$ cat config.mk
export PLATFORM = sky130hd
export DESIGN_NAME = ssel_top
export DESIGN_NICKNAME = d
export VERILOG_FILES = /design/src/rtl/ssel_pkg.sv /design/src/rtl/ssel_sync.sv /design/src/rtl/ssel_res_lut.sv /design/src/rtl/ssel_top.sv
export SDC_FILE = /design/constraint.sdc
export NUM_CORES = 1
export LEC_CHECK = 0
export ABC_CLOCK_PERIOD_IN_PS = 13750
export BUFFER_PORTS_ARGS = -buffer_cell sky130_fd_sc_hd__clkbuf_2
export CAP_MARGIN = 40
export CORE_ASPECT_RATIO = 0.9
export CORE_UTILIZATION = 30
export CTS_BUF_LIST = sky130_fd_sc_hd__clkbuf_4 sky130_fd_sc_hd__clkbuf_8 sky130_fd_sc_hd__clkbuf_16
export CTS_CLUSTER_DIAMETER = 200
export DETAILED_ROUTE_END_ITERATION = 12
export SETUP_SLACK_MARGIN = 0.2
export SLEW_MARGIN = 15
export SYNTH_ARGS = -nofsm -noshare
export SYNTH_HDL_FRONTEND = slang
export SYNTH_HIERARCHICAL = 1
export SYNTH_SLANG_ARGS = --single-unit
$ cat constraint.sdc
create_clock -name ref_clk_in -period 13.75 [get_ports ref_clk_in]
set_input_delay 2.0625 -clock ref_clk_in [delete_from_list [all_inputs] [get_ports ref_clk_in]]
set_output_delay 2.0625 -clock ref_clk_in [all_outputs]
set_load 0.02 [all_outputs]
$ cat src/rtl/ssel_pkg.sv
package ssel_pkg;
    localparam int ADDR_W = 8;
    localparam int DATA_W = 32;
    localparam int POS_W = 20;
    localparam int RES_W = 19;
    localparam int PEND_W = 13;
    localparam int CNT_W = 16;
    localparam int TICK_W = 8;
    localparam int CODE_W = 4;

    // register map
    localparam logic [ADDR_W-1:0] CFG_ADDR = 8'h00;
    localparam logic [ADDR_W-1:0] STAT_ADDR = 8'h04;
    localparam logic [ADDR_W-1:0] RES_ADDR = 8'h08;
    localparam logic [ADDR_W-1:0] CNT_ADDR = 8'h0c;

    // configuration word fields
    localparam int CFG_TABLE_BIT = 0;
    localparam int CFG_CODE1_LSB = 4;
    localparam int CFG_CODE2_LSB = 8;
    localparam int CFG_MODE_BIT = 12;
    localparam int CFG_SMOOTH_BIT = 13;
    localparam int CFG_HIRES_BIT = 14;

    // status word fields, position sits in the low bits
    localparam int STAT_TIMING_BIT = 20;
    localparam int STAT_SMOOTH_BIT = 21;
    localparam int STAT_SEL_BIT = 22;
    localparam int STAT_BOTH_BIT = 23;
    localparam int STAT_RUNCHG_BIT = 24;
    localparam int STAT_CODE_LSB = 28;

    // position in fine units: one excitation cycle of ten full steps
    localparam logic [POS_W-1:0] CYCLE_UNITS = 20'h9c400;
    localparam logic [POS_W-1:0] HOME_POS = 20'h00000;
    localparam logic signed [PEND_W-1:0] SUB_STEPS = 13'sh0010;
    localparam logic signed [PEND_W-1:0] PEND_ZERO = 13'sh0000;
    localparam logic signed [PEND_W-1:0] PEND_ONE = 13'sh0001;
    localparam int SUB_SHIFT = 4;
    localparam logic [CODE_W-1:0] SMOOTH_MAX_PRI = 4'h6;
    localparam logic [CODE_W-1:0] SMOOTH_MAX_SEC = 4'h7;

    // microstep spacing while smoothing
    localparam int CLK_PERIOD_NS = 50;
    localparam int SUBSTEP_GAP_NS = 1000;
    localparam int SUBSTEP_GAP_CYC = (SUBSTEP_GAP_NS / CLK_PERIOD_NS) < 1 ? 1 : SUBSTEP_GAP_NS / CLK_PERIOD_NS;
    localparam logic [TICK_W-1:0] TICK_LAST = TICK_W'(SUBSTEP_GAP_CYC - 1);

    typedef enum logic {pulse_and_direction_mode, dual_pulse_line_mode} ssel_pmode_t;
    typedef enum logic {primary_resolution_table, secondary_resolution_table} ssel_table_t;

    typedef struct packed {
        logic hires;
        logic smooth_drive_enable;
        ssel_pmode_t pmode;
        logic [CODE_W-1:0] second_step_angle_code;
        logic [CODE_W-1:0] first_step_angle_code;
        ssel_table_t table_sel;
    } ssel_cfg_t;

    localparam ssel_cfg_t CFG_RST = '{hires: 1'b0, smooth_drive_enable: 1'b1, pmode: pulse_and_direction_mode,
        second_step_angle_code: 4'h0, first_step_angle_code: 4'h0, table_sel: primary_resolution_table};

    typedef struct packed {
        logic step_select;
        logic line_b;
        logic line_a;
    } ssel_pins_t;

    typedef struct packed {
        logic wr;
        logic rd;
        logic [ADDR_W-1:0] addr;
        logic [DATA_W-1:0] wdata;
    } ssel_bus_req_t;

    // fine units per pulse for each code
    localparam logic [POS_W-1:0] INC_PRI [16] = '{20'h0fa00, 20'h07d00, 20'h06400, 20'h03e80, 20'h03200,
        20'h01f40, 20'h01900, 20'h00c80, 20'h00a00, 20'h00640, 20'h00500, 20'h00320, 20'h00280, 20'h00200,
        20'h00140, 20'h00100};
    localparam logic [POS_W-1:0] INC_SEC [16] = '{20'h27100, 20'h13880, 20'h09c40, 20'h07d00, 20'h04e20,
        20'h03e80, 20'h02710, 20'h01900, 20'h01388, 20'h00c80, 20'h009c4, 20'h00640, 20'h00500, 20'h004e2,
        20'h00280, 20'h00271};
    // steps per revolution at the standard base step angle
    localparam logic [RES_W-2:0] RES_PRI [16] = '{18'h001f4, 18'h003e8, 18'h004e2, 18'h007d0, 18'h009c4,
        18'h00fa0, 18'h01388, 18'h02710, 18'h030d4, 18'h04e20, 18'h061a8, 18'h09c40, 18'h0c350, 18'h0f424,
        18'h186a0, 18'h1e848};
    localparam logic [RES_W-2:0] RES_SEC [16] = '{18'h000c8, 18'h00190, 18'h00320, 18'h003e8, 18'h00640,
        18'h007d0, 18'h00c80, 18'h01388, 18'h01900, 18'h02710, 18'h03200, 18'h04e20, 18'h061a8, 18'h06400,
        18'h0c350, 18'h0c800};
endpackage

$ cat src/rtl/ssel_sync.sv
`timescale 1ns/1ns
module ssel_sync (
    input wire logic ref_clk_in,
    input wire logic rst_b_in,
    input wire ssel_pkg::ssel_pins_t pins_in,
    output ssel_pkg::ssel_pins_t pins_out
);
    import ssel_pkg::*;

    typedef struct packed {
        ssel_pins_t meta;
        ssel_pins_t stable;
    } ssel_sync_st_t;

    ssel_sync_st_t st;
    ssel_sync_st_t next_st;

    always_comb begin
        next_st.meta = pins_in;
        next_st.stable = st.meta;
    end

    always_ff @(posedge ref_clk_in) begin
        if (!rst_b_in) begin
            st <= '0;
        end else begin
            st <= next_st;
        end
    end

    assign pins_out = st.stable;
endmodule

$ cat src/rtl/ssel_res_lut.sv
`timescale 1ns/1ns
module ssel_res_lut (
    input wire ssel_pkg::ssel_table_t table_in,
    input wire logic [ssel_pkg::CODE_W-1:0] code_in,
    input wire logic hires_in,
    output logic [ssel_pkg::POS_W-1:0] inc_out,
    output logic [ssel_pkg::RES_W-1:0] res_out,
    output logic smooth_ok_out
);
    import ssel_pkg::*;

    logic [RES_W-2:0] base_res;

    always_comb begin
        if (table_in == secondary_resolution_table) begin
            inc_out = INC_SEC[code_in];
            base_res = RES_SEC[code_in];
            smooth_ok_out = (code_in <= SMOOTH_MAX_SEC);
        end else begin
            inc_out = INC_PRI[code_in];
            base_res = RES_PRI[code_in];
            smooth_ok_out = (code_in <= SMOOTH_MAX_PRI);
        end
        // same divisions on a motor with half the base step angle
        res_out = hires_in ? {base_res, 1'b0} : {1'b0, base_res};
    end
endmodule

$ cat src/rtl/ssel_top.sv
`timescale 1ns/1ns
// Functional notes
// - the step angle comes from the table select together with the active 4-bit step-angle code.
// - the primary table maps codes 0 to f onto divisions 1 to 250, i.e. 500 to 125,000 steps per turn.
// - the secondary table maps codes 0 to f onto 200 to 51200 steps per turn.
// - two step-angle codes are held independently and are both set by each write of the configuration word.
// - the step select level picks the first code when low and the second when high.
// - in pulse and direction mode each pulse on line a steps in the direction that line b gives.
// - in dual pulse line mode line a steps forward and line b steps backward.
// - with smooth drive in force each pulse's step is split into 16 microsteps with no change to the pulses.
// - smooth drive applies only to codes 0 to 6 of the primary table or 0 to 7 of the secondary one.
// - beyond a division of 10 the smooth drive enable is ignored as if it were off.
// - smooth drive enable comes up enabled.
// - on the high-resolution motor the base angle is halved and the base resolution is 1000.
// - power-up puts the excitation at home, and the timing output is high whenever it is at home.
module ssel_top (
    input wire logic ref_clk_in,
    input wire logic rst_b_in,
    input wire ssel_pkg::ssel_bus_req_t bus_req_in,
    output logic [ssel_pkg::DATA_W-1:0] reg_rdata_out,
    input wire ssel_pkg::ssel_pins_t pins_in,
    output logic [ssel_pkg::POS_W-1:0] exc_pos_out,
    output logic timing_out,
    output logic smooth_active_out
);
    import ssel_pkg::*;

    typedef struct packed {
        ssel_cfg_t cfg;
        logic [DATA_W-1:0] rdata;
        logic prev_a;
        logic prev_b;
        logic prev_sel;
        logic [POS_W-1:0] pos;
        logic signed [PEND_W-1:0] pend;
        logic [POS_W-1:0] sub_inc;
        logic [TICK_W-1:0] tick;
        logic timing;
        logic smooth_act;
        logic both_err;
        logic run_chg;
        logic [CNT_W-1:0] step_cnt;
    } ssel_top_st_t;

    localparam ssel_top_st_t ST_RST = '{
        cfg: CFG_RST,
        rdata: '0,
        prev_a: 1'b0,
        prev_b: 1'b0,
        prev_sel: 1'b0,
        pos: HOME_POS,
        pend: PEND_ZERO,
        sub_inc: '0,
        tick: '0,
        timing: 1'b1,
        smooth_act: 1'b0,
        both_err: 1'b0,
        run_chg: 1'b0,
        step_cnt: '0
    };

    ssel_top_st_t st;
    ssel_top_st_t next_st;

    ssel_pins_t pins_s;
    logic [CODE_W-1:0] act_code;
    logic [POS_W-1:0] act_inc;
    logic [RES_W-1:0] act_res;
    logic act_smooth_ok;
    logic smooth_use;
    logic rise_a;
    logic rise_b;
    logic both_on;
    logic step_fwd;
    logic step_rev;
    logic direct;
    logic tick_hit;
    logic drain_fwd;
    logic drain_rev;
    logic moving;
    logic sel_moved;
    logic cfg_wr;
    logic stat_wr;
    logic both_set;
    logic run_set;
    logic signed [PEND_W-1:0] pend_add;
    logic [DATA_W-1:0] cfg_word;
    logic [DATA_W-1:0] stat_word;

    // forward move, wrapping at the end of the excitation cycle
    function automatic logic [POS_W-1:0] pos_fwd(input logic [POS_W-1:0] p, input logic [POS_W-1:0] d);
        logic [POS_W:0] s;
        s = {1'b0, p} + {1'b0, d};
        if (s >= {1'b0, CYCLE_UNITS}) begin
            s = s - {1'b0, CYCLE_UNITS};
        end
        return s[POS_W-1:0];
    endfunction

    // backward move, wrapping below home
    function automatic logic [POS_W-1:0] pos_rev(input logic [POS_W-1:0] p, input logic [POS_W-1:0] d);
        logic [POS_W-1:0] r;
        if (p >= d) begin
            r = p - d;
        end else begin
            r = p + CYCLE_UNITS - d;
        end
        return r;
    endfunction

    ssel_sync ssel_sync_inst (
        .ref_clk_in(ref_clk_in),
        .rst_b_in(rst_b_in),
        .pins_in(pins_in),
        .pins_out(pins_s)
    );

    ssel_res_lut ssel_res_lut_inst (
        .table_in(st.cfg.table_sel),
        .code_in(act_code),
        .hires_in(st.cfg.hires),
        .inc_out(act_inc),
        .res_out(act_res),
        .smooth_ok_out(act_smooth_ok)
    );

    // the active code follows the synchronised select level
    assign act_code = pins_s.step_select ? st.cfg.second_step_angle_code : st.cfg.first_step_angle_code;

    always_comb begin
        next_st = st;
        next_st.rdata = '0;

        // edge detection on the synchronised pulse lines
        rise_a = pins_s.line_a & ~st.prev_a;
        rise_b = pins_s.line_b & ~st.prev_b;
        both_on = pins_s.line_a & pins_s.line_b;
        next_st.prev_a = pins_s.line_a;
        next_st.prev_b = pins_s.line_b;
        next_st.prev_sel = pins_s.step_select;

        step_fwd = 1'b0;
        step_rev = 1'b0;
        both_set = 1'b0;
        case (st.cfg.pmode)
            pulse_and_direction_mode: begin
                // line b high means forward
                step_fwd = rise_a & pins_s.line_b;
                step_rev = rise_a & ~pins_s.line_b;
            end
            dual_pulse_line_mode: begin
                // a pulse that meets the other line high is dropped
                step_fwd = rise_a & ~pins_s.line_b;
                step_rev = rise_b & ~pins_s.line_a;
                both_set = (rise_a | rise_b) & both_on;
            end
            default: begin
                step_fwd = 1'b0;
                step_rev = 1'b0;
            end
        endcase

        // smooth drive only inside the coarse part of either table
        smooth_use = st.cfg.smooth_drive_enable & act_smooth_ok;
        next_st.smooth_act = smooth_use;

        // free-running spacing of microsteps
        tick_hit = (st.tick == TICK_LAST);
        if (tick_hit) begin
            next_st.tick = '0;
        end else begin
            next_st.tick = st.tick + 1'b1;
        end

        direct = ~smooth_use & (step_fwd | step_rev);
        drain_fwd = tick_hit & ~direct & (st.pend > PEND_ZERO);
        drain_rev = tick_hit & ~direct & (st.pend < PEND_ZERO);

        // each smoothed pulse queues 16 microsteps of a sixteenth of its step
        pend_add = PEND_ZERO;
        if (smooth_use & step_fwd) begin
            pend_add = SUB_STEPS;
        end else if (smooth_use & step_rev) begin
            pend_add = -SUB_STEPS;
        end
        if (smooth_use & (step_fwd | step_rev)) begin
            next_st.sub_inc = act_inc >> SUB_SHIFT;
        end

        next_st.pend = st.pend + pend_add;
        if (drain_fwd) begin
            next_st.pend = st.pend + pend_add - PEND_ONE;
        end else if (drain_rev) begin
            next_st.pend = st.pend + pend_add + PEND_ONE;
        end

        // excitation position
        if (direct & step_fwd) begin
            next_st.pos = pos_fwd(st.pos, act_inc);
        end else if (direct & step_rev) begin
            next_st.pos = pos_rev(st.pos, act_inc);
        end else if (drain_fwd) begin
            next_st.pos = pos_fwd(st.pos, st.sub_inc);
        end else if (drain_rev) begin
            next_st.pos = pos_rev(st.pos, st.sub_inc);
        end
        next_st.timing = (next_st.pos == HOME_POS);

        if (step_fwd | step_rev) begin
            next_st.step_cnt = st.step_cnt + 1'b1;
        end

        // register port decode
        cfg_wr = bus_req_in.wr & (bus_req_in.addr == CFG_ADDR);
        stat_wr = bus_req_in.wr & (bus_req_in.addr == STAT_ADDR);
        if (cfg_wr) begin
            next_st.cfg.table_sel = ssel_table_t'(bus_req_in.wdata[CFG_TABLE_BIT]);
            next_st.cfg.first_step_angle_code = bus_req_in.wdata[CFG_CODE1_LSB +: CODE_W];
            next_st.cfg.second_step_angle_code = bus_req_in.wdata[CFG_CODE2_LSB +: CODE_W];
            next_st.cfg.pmode = ssel_pmode_t'(bus_req_in.wdata[CFG_MODE_BIT]);
            next_st.cfg.smooth_drive_enable = bus_req_in.wdata[CFG_SMOOTH_BIT];
            next_st.cfg.hires = bus_req_in.wdata[CFG_HIRES_BIT];
        end

        // a setting touched while microsteps are still queued is flagged
        moving = (st.pend != PEND_ZERO);
        sel_moved = pins_s.step_select ^ st.prev_sel;
        run_set = moving & (cfg_wr | sel_moved);

        // sticky flags clear on a written one; a new event wins
        next_st.both_err = (st.both_err & ~(stat_wr & bus_req_in.wdata[STAT_BOTH_BIT])) | both_set;
        next_st.run_chg = (st.run_chg & ~(stat_wr & bus_req_in.wdata[STAT_RUNCHG_BIT])) | run_set;

        cfg_word = '0;
        cfg_word[CFG_TABLE_BIT] = st.cfg.table_sel;
        cfg_word[CFG_CODE1_LSB +: CODE_W] = st.cfg.first_step_angle_code;
        cfg_word[CFG_CODE2_LSB +: CODE_W] = st.cfg.second_step_angle_code;
        cfg_word[CFG_MODE_BIT] = st.cfg.pmode;
        cfg_word[CFG_SMOOTH_BIT] = st.cfg.smooth_drive_enable;
        cfg_word[CFG_HIRES_BIT] = st.cfg.hires;

        stat_word = '0;
        stat_word[POS_W-1:0] = st.pos;
        stat_word[STAT_TIMING_BIT] = st.timing;
        stat_word[STAT_SMOOTH_BIT] = st.smooth_act;
        stat_word[STAT_SEL_BIT] = pins_s.step_select;
        stat_word[STAT_BOTH_BIT] = st.both_err;
        stat_word[STAT_RUNCHG_BIT] = st.run_chg;
        stat_word[STAT_CODE_LSB +: CODE_W] = act_code;

        if (bus_req_in.rd) begin
            case (bus_req_in.addr)
                CFG_ADDR: begin
                    next_st.rdata = cfg_word;
                end
                STAT_ADDR: begin
                    next_st.rdata = stat_word;
                end
                RES_ADDR: begin
                    next_st.rdata = {{(DATA_W-RES_W){1'b0}}, act_res};
                end
                CNT_ADDR: begin
                    next_st.rdata = {{(DATA_W-CNT_W){1'b0}}, st.step_cnt};
                end
                default: begin
                    next_st.rdata = '0;
                end
            endcase
        end
    end

    // reset puts the excitation at home with smooth drive enabled
    always_ff @(posedge ref_clk_in) begin
        if (!rst_b_in) begin
            st <= ST_RST;
        end else begin
            st <= next_st;
        end
    end

    assign reg_rdata_out = st.rdata;
    assign exc_pos_out = st.pos;
    assign timing_out = st.timing;
    assign smooth_active_out = st.smooth_act;
endmodule

==> results of run 1 <==
==> through the flow <==
stage	hold WS (ps)	utilization, %
global route	484	32.8
global placement	422	31.4
floorplan	412	-
detailed placement	423	31.4
finish	434	32.8
CTS	436	32.8
==> layer usage <==
metal	wire length [µm]	track usage, %	up-vias
met4	613	3.79	0
met2	19800	29.7	501
met5	0	0	-
met1	21000	27.0	6371
met3	3490	3.37	48
li1	-	-	6346
==> where the power goes <==
part	internal [mW]	switching (mW)	total (mW)
Clock	0.287	0.193	0.481
Combinational	0.0655	0.0994	0.165
Sequential	0.375	0.00991	0.385
Total	0.728	0.303	1.03
==> kinds of logic after synthesis <==
logic type | after synthesis
muxes | 61
adders and majority gates | 120
other | 2
buffers and inverters | 256
xor gates and xnor gates | 126
DFF | 127
and+or+nand+nor | 644
AOI/OAI and AO/OA | 472
==> cell usage in the layout (no fill, tap or decap), types with 11 or more instances in the layout <==
master / n
nor4_1: 14
clkbuf_16: 17
nand2b_1: 20
mux2i_1: 30
or3_1: 18
o221ai_1: 14
a21o_1: 24
dfxtp_1: 126
a22oi_1: 12
xor2_1: 48
nor3_1: 42
o21ai_0: 76
a31oi_1: 13
nand3_1: 50
inv_1: 89
buf_4: 29
mux4_2: 18
a211oi_1: 16
ha_1: 115
clkbuf_2: 80
o211ai_1: 21
and2_1: 30
o21bai_1: 14
nor2_1: 172
mux2_2: 12
nand2_1: 174
o21a_1: 14
nand4_1: 13
nor2b_1: 39
a21oi_1: 144
xnor2_1: 75
o31ai_1: 11
and3_1: 22
==> flip-flops by register name, summed over array words and instances, names as in the netlist <==
register,count
ssel_sync_inst/next_st,3
timing_out,1
exc_pos_out,20
reg_rdata_out,29
st,58
cfg_word,12
smooth_active_out,1
ssel_sync_inst/pins_out,3
==> final cells by class <==
| type | instances | area [µm²] |
|---|---|---|
| Timing Repair Buffer | 109 | 618 |
| Tap cell | 608 | 761 |
| Antenna cell | 1 | 2.50 |
| Inverter | 95 | 357 |
| Clock inverter | 15 | 185 |
| Sequential cell | 127 | 2540 |
| Clock buffer | 17 | 425 |
| Multi-Input combinational cell | 1430 | 10000 |
| Fill cell | 4891 | 30500 |
==> worst max-delay path, cell delays in order, from the launching register on <==
cell and delay (ps):
dfxtp_1 540, mux2_2 550, inv_1 310, ha_1 480
nand2b_1 170, and3_1 220, a21oi_1 110, a21o_1 200
inv_1 60, ha_1 470, nor2b_1 300, o311ai_1 160
a21oi_1 540, nor4_1 100, a311oi_1 630, ha_1 330
nand2_1 70, nor3_1 140, nand3_1 110, or4_1 510
nor4_1 540, o2111ai_1 200, a22o_1 370, or3_1 380
xnor2_1 180, a221oi_2 320, nand3_1 150, o41ai_2 220
==> worst paths after layout <==
path | to | slack, ps
hold / removal | ssel_sync_inst/pins_out[0] | 430
hold reg to reg | ssel_sync_inst/pins_out[0] | 430
setup reg to reg | timing_out | 5260
setup / recovery | timing_out | 5260
==> results.cfg, run 1 <==
[synthesis]
yosys.area.top_type = dfxtp_1
yosysMostFrequentCell = nand2_1
synth_top_area_share_pct = 18.5
yosys.area_share.adder_pct = 11.2
synthTopCellsByArea = dfxtp_1, ha_1, a21oi_1
synth_ff_type = dfxtp_1
synth-edff-count = 0
yosys.area_share.simple_pct = 23.1
yosysWarnings = 6
syn_area_per_cell_um2 = 7.62
synthMuxAreaShare_pct = 6.18
synth_top_family_by_area = compound AO/OA/AOI/OAI gates
synthArstFlopShare_pct = 0
synthTopCellsByCount = nand2_1, nor2_1, a21oi_1
ys_seq_area_share_pct = 18.5
synth_xor_area_share_pct = 8.17
synth.distinct_cells = 100
synth_compound_area_share_pct = 23.6
netlist_instances = 1808
synth-seq-cells = 127
netlist_area_um2 = 13800

[outcome]
status = completed

[power_and_ir_drop]
power.density_nw_per_um2 = 69.2
max-vdd-ir-drop_uv = 86.4
finalPower_mw = 1.03
power_leakage_nw = 6.22

[clock_network]
clockBufferDepth = 2
cts_tree = done
hold_buffers = 0
clock_latency_ps = 440
cts_buffers = 17
cts_resized = 0
clkSinkCount = 127
cts_setup_buffers = 0
h-tree-depth = 4
cts_root_buf = clkbuf_16
clkSlewWorstSetupHoldPaths_ps = 70

[sta]
worst_slack_ps = 5260
maxSlewViolCount = 0
max_freq_ghz = 0.118
period_minus_slack_ps = 8490
slew_headroom_pct = 43.0
post-route-period-util_pct = 61.8
rsz0062_at_grt = false
hold_viol_final = 0
finalSetupTns_ps = 0
tightest_slew_ps = 847
finalSetupViolations = 0
skew_ps = 11.0

[worst_setup_path]
crit_start = ssel_sync_inst/pins_out[2]
timing.rr.start = ssel_sync_inst/pins_out[2]
cp-start-kind = register
cp_max_fo = 17
cp.required_ps = 14100
critPathArrivalTime_ps = 8840
cp-end-kind = register
rr_worst_depth = 27
path_class = reg -> reg

[min_path]
holdPathStages = 1
min_path_type = reg -> reg
holdCritStartpoint = ssel_sync_inst/next_st[0]

[drt]
viasPerCell = 5.52
antenna_left = 0
drc = 0
wl_per_cell_um = 18.7
dr.pass1.iters = 5
drt-initial-drc-count = 1364
wirelength_um = 44900
num_vias = 13266

[global_routing]
grt_pass1_vias = 12103
grt_pass1_wl_um = 70200
grt_max_degree = 63
antenna_found_initial = 2
gr-total-overflow = 0
grtUsageTotal_pct = 19.0

[finish]
final_area_um2 = 14900
layout.nets = 1947
drive_gt1_share_pct = 12.4
area_delta_synth_final_pct = 8.05
instances_no_fill = 2402

[floorplan]
rows = 74
core-area_um2 = 45400
boundaryPins = 101
start_util_pct = 30.4
chipWidth_um = 228
dieHeight_um = 205
dieArea_um2 = 46800

[placed_design]
io_buffers = 79
place_area_um2 = 14300
hpwl_um = 34700
place_inst = 2367
place_ws_ps = 5510
gp_routability_congestion = 0.944

[flow_run]
maxCapViolCount = 0
Note: power is estimated with default switching activity, not from simulation.
==> inputs of run 2 (changes only) <==
- ABC_AREA: unset -> 1
- ABC_CLOCK_PERIOD_IN_PS: 13750 -> 7700
- clock period: 13.75 -> 7.7 ns (I/O delays scaled with it)
==> run 2 against run 1 <==
- utilization grew 0.12 points
- critical path type unchanged
- sequential share of layout area shrank 0.67 points
- synthesized cell count grew 30%
- critical endpoint unchanged
- hold slack lost 27 ps
- largest power group unchanged
- critical path depth grew 1
==> results.cfg, run 2 <==
[outcome]
status = completed

[global_routing]
grt_pass1_wl_um = 80000
grt_pass1_vias = 14316
antenna_found_initial = 0
grtUsageTotal_pct = 21.3
grt_max_degree = 62
gr-total-overflow = 0

[sta]
rsz0062_at_grt = false
hold_viol_final = 0
finalSetupViolations = 0
slew_headroom_pct = 40.9
finalSetupTns_ps = 0
tightest_slew_ps = 886
post-route-period-util_pct = 78.3
max_freq_ghz = 0.166
period_minus_slack_ps = 6030
skew_ps = 15.8
maxSlewViolCount = 0

[clock_network]
hold_buffers = 0
cts_resized = 0
cts_root_buf = clkbuf_16
cts_buffers = 17
cts_setup_buffers = 0
clockBufferDepth = 2
h-tree-depth = 4
clock_latency_ps = 460
cts_tree = done
clkSlewWorstSetupHoldPaths_ps = 70
clkSinkCount = 127

[floorplan]
dieArea_um2 = 49000
rows = 75
dieHeight_um = 210
chipWidth_um = 233
boundaryPins = 101
core-area_um2 = 47000
start_util_pct = 30.7

[worst_setup_path]
cp_max_fo = 11
crit_start = ssel_sync_inst/pins_out[2]
path_class = reg -> reg
timing.rr.start = ssel_sync_inst/pins_out[2]
critPathArrivalTime_ps = 6420
cp.required_ps = 8090
crit_path_frequent_cell = nand2_1
slowest_stage = dfxtp_1
cp-end-kind = register
reg2reg_setup_slack_ps = 1670
worst_path_largest_cell_delay_ps = 580
cp-start-kind = register

[flow_run]
maxCapViolCount = 0

[drt]
dr.pass1.iters = 8
routed.top_layer = met4
wl_met3_um = 2930
drc = 0
wirelength_um = 52900
num_vias = 15421
viasPerCell = 5.20
wl_per_cell_um = 17.9
drt-initial-drc-count = 1427
antenna_left = 0
wl_met1_um = 24200
wl_met2_um = 24300

[min_path]
holdCritStartpoint = ssel_sync_inst/next_st[1]
min_path_type = reg -> reg

[synthesis]
synthTopCellsByArea = dfxtp_1, nand2_1, ha_1
yosysMostFrequentCell = nand2_1
yosys.area.top_type = dfxtp_1
yosysWarnings = 6
synthTopCellsByCount = nand2_1, inv_1, nor2_1
syn_area_per_cell_um2 = 6.15
synth_top_area_share_pct = 17.6
synth-edff-count = 0
synth.distinct_cells = 62
synth_ff_type = dfxtp_1
synthArstFlopShare_pct = 0
synth-seq-cells = 127
netlist_area_um2 = 14400
ys_seq_area_share_pct = 17.6
netlist_instances = 2349

[finish]
final_core_util_pct = 32.9
layout.nets = 2503
antenna_cells = 0
largest_reg_flops = 58
layout_common_cells = nand2_1, inv_1, nor2_1
top_register = st
area_delta_synth_final_pct = 7.20
final_common_cell = nand2_1
drive_gt1_share_pct = 12.5

[placed_design]
gp_routability_congestion = 0.950
hpwl_um = 41900
io_buffers = 79

[power_and_ir_drop]
max-vdd-ir-drop_uv = 146
power.density_nw_per_um2 = 123
power_leakage_nw = 7.60
finalPower_mw = 1.90
==> run 2: changes by cell type in the layout (fill, tap and decap cells not counted), moves of 28 or more <==
cell	before	now
mux2i_1	30	0
inv_2	4	44
xnor2_1	75	5
nand3_1	50	194
inv_1	89	258
nand2_2	0	42
and2_1	30	2
o21ai_0	76	135
a21oi_1	144	198
nand2_1	174	546
nor2_1	172	210
nor2b_1	39	0
==> run 2: path summary, 6_finish.rpt <==
kind	to	cells past startpoint
min	ssel_sync_inst/pins_out[1]	2
min reg2reg	ssel_sync_inst/pins_out[1]	2
max reg2reg	timing_out	28
max	timing_out	28
==> run 2: cell type report <==
| cell class | instances | area [µm²] |
|---|---|---|
| tap | 616 | 771 |
| inverter | 308 | 1160 |
| clock inverter | 15 | 174 |
| timing repair buffer | 92 | 493 |
| fill | 5206 | 31500 |
| clock buffer | 17 | 425 |
| sequential | 127 | 2540 |
| multi-input combinational | 1790 | 9920 |
==> run 2: power breakdown <==
group | leakage, nW | total, mW | internal, mW | switching (mW)
clock network | 0.294 | 0.859 | 0.488 | 0.371
registers | 1.03 | 0.684 | 0.671 | 0.0130
logic | 6.28 | 0.360 | 0.109 | 0.250
total | 7.60 | 1.90 | 1.27 | 0.634
==> run 2: routing by layer <==
| metal | GRT usage [%] | vias to the layer above |
|---|---|---|
| met4 | 7.53 | 0 |
| met5 | 0 | - |
| met1 | 28.5 | 7202 |
| li1 | - | 7653 |
| met2 | 34.7 | 511 |
| met3 | 3.07 | 55 |
==> run 2: logic make-up after synthesis <==
group	after synthesis	share of synthesized area (%)
and+or+nand+nor	1132	35.1
AOI/OAI and AO/OA	472	18.7
other	2	0.0520
DFF	127	17.6
xor gates and xnor gates	59	3.81
adders and majority gates	120	10.7
buffers and inverters	437	14.1
==> run 2: critical path: cells and delay by family (launching register included) <==
kind / cells / cell delay [ps]
AND/OR/NAND/NOR: 16 / 2090
flip-flops: 1 / 580
AO/OA/AOI/OAI: 7 / 1520
adder cells (fa/ha/maj): 2 / 1060
buffers and inverters: 3 / 720
==> run 2: metrics by stage <==
| step | worst slack (ps) | std cells | hold WS [ps] | cell area, µm² |
|---|---|---|---|---|
| after CTS | 1750 | 2965 | 409 | 15500 |
| after global routing | 1190 | 2965 | 439 | 15500 |
| final | 1670 | 2965 | 407 | 15500 |
| after detailed placement | 1780 | 2933 | 409 | 14900 |
| after global placement | 1780 | 2933 | 406 | 14900 |
| after floorplan | 3380 | 2354 | 390 | 14500 |
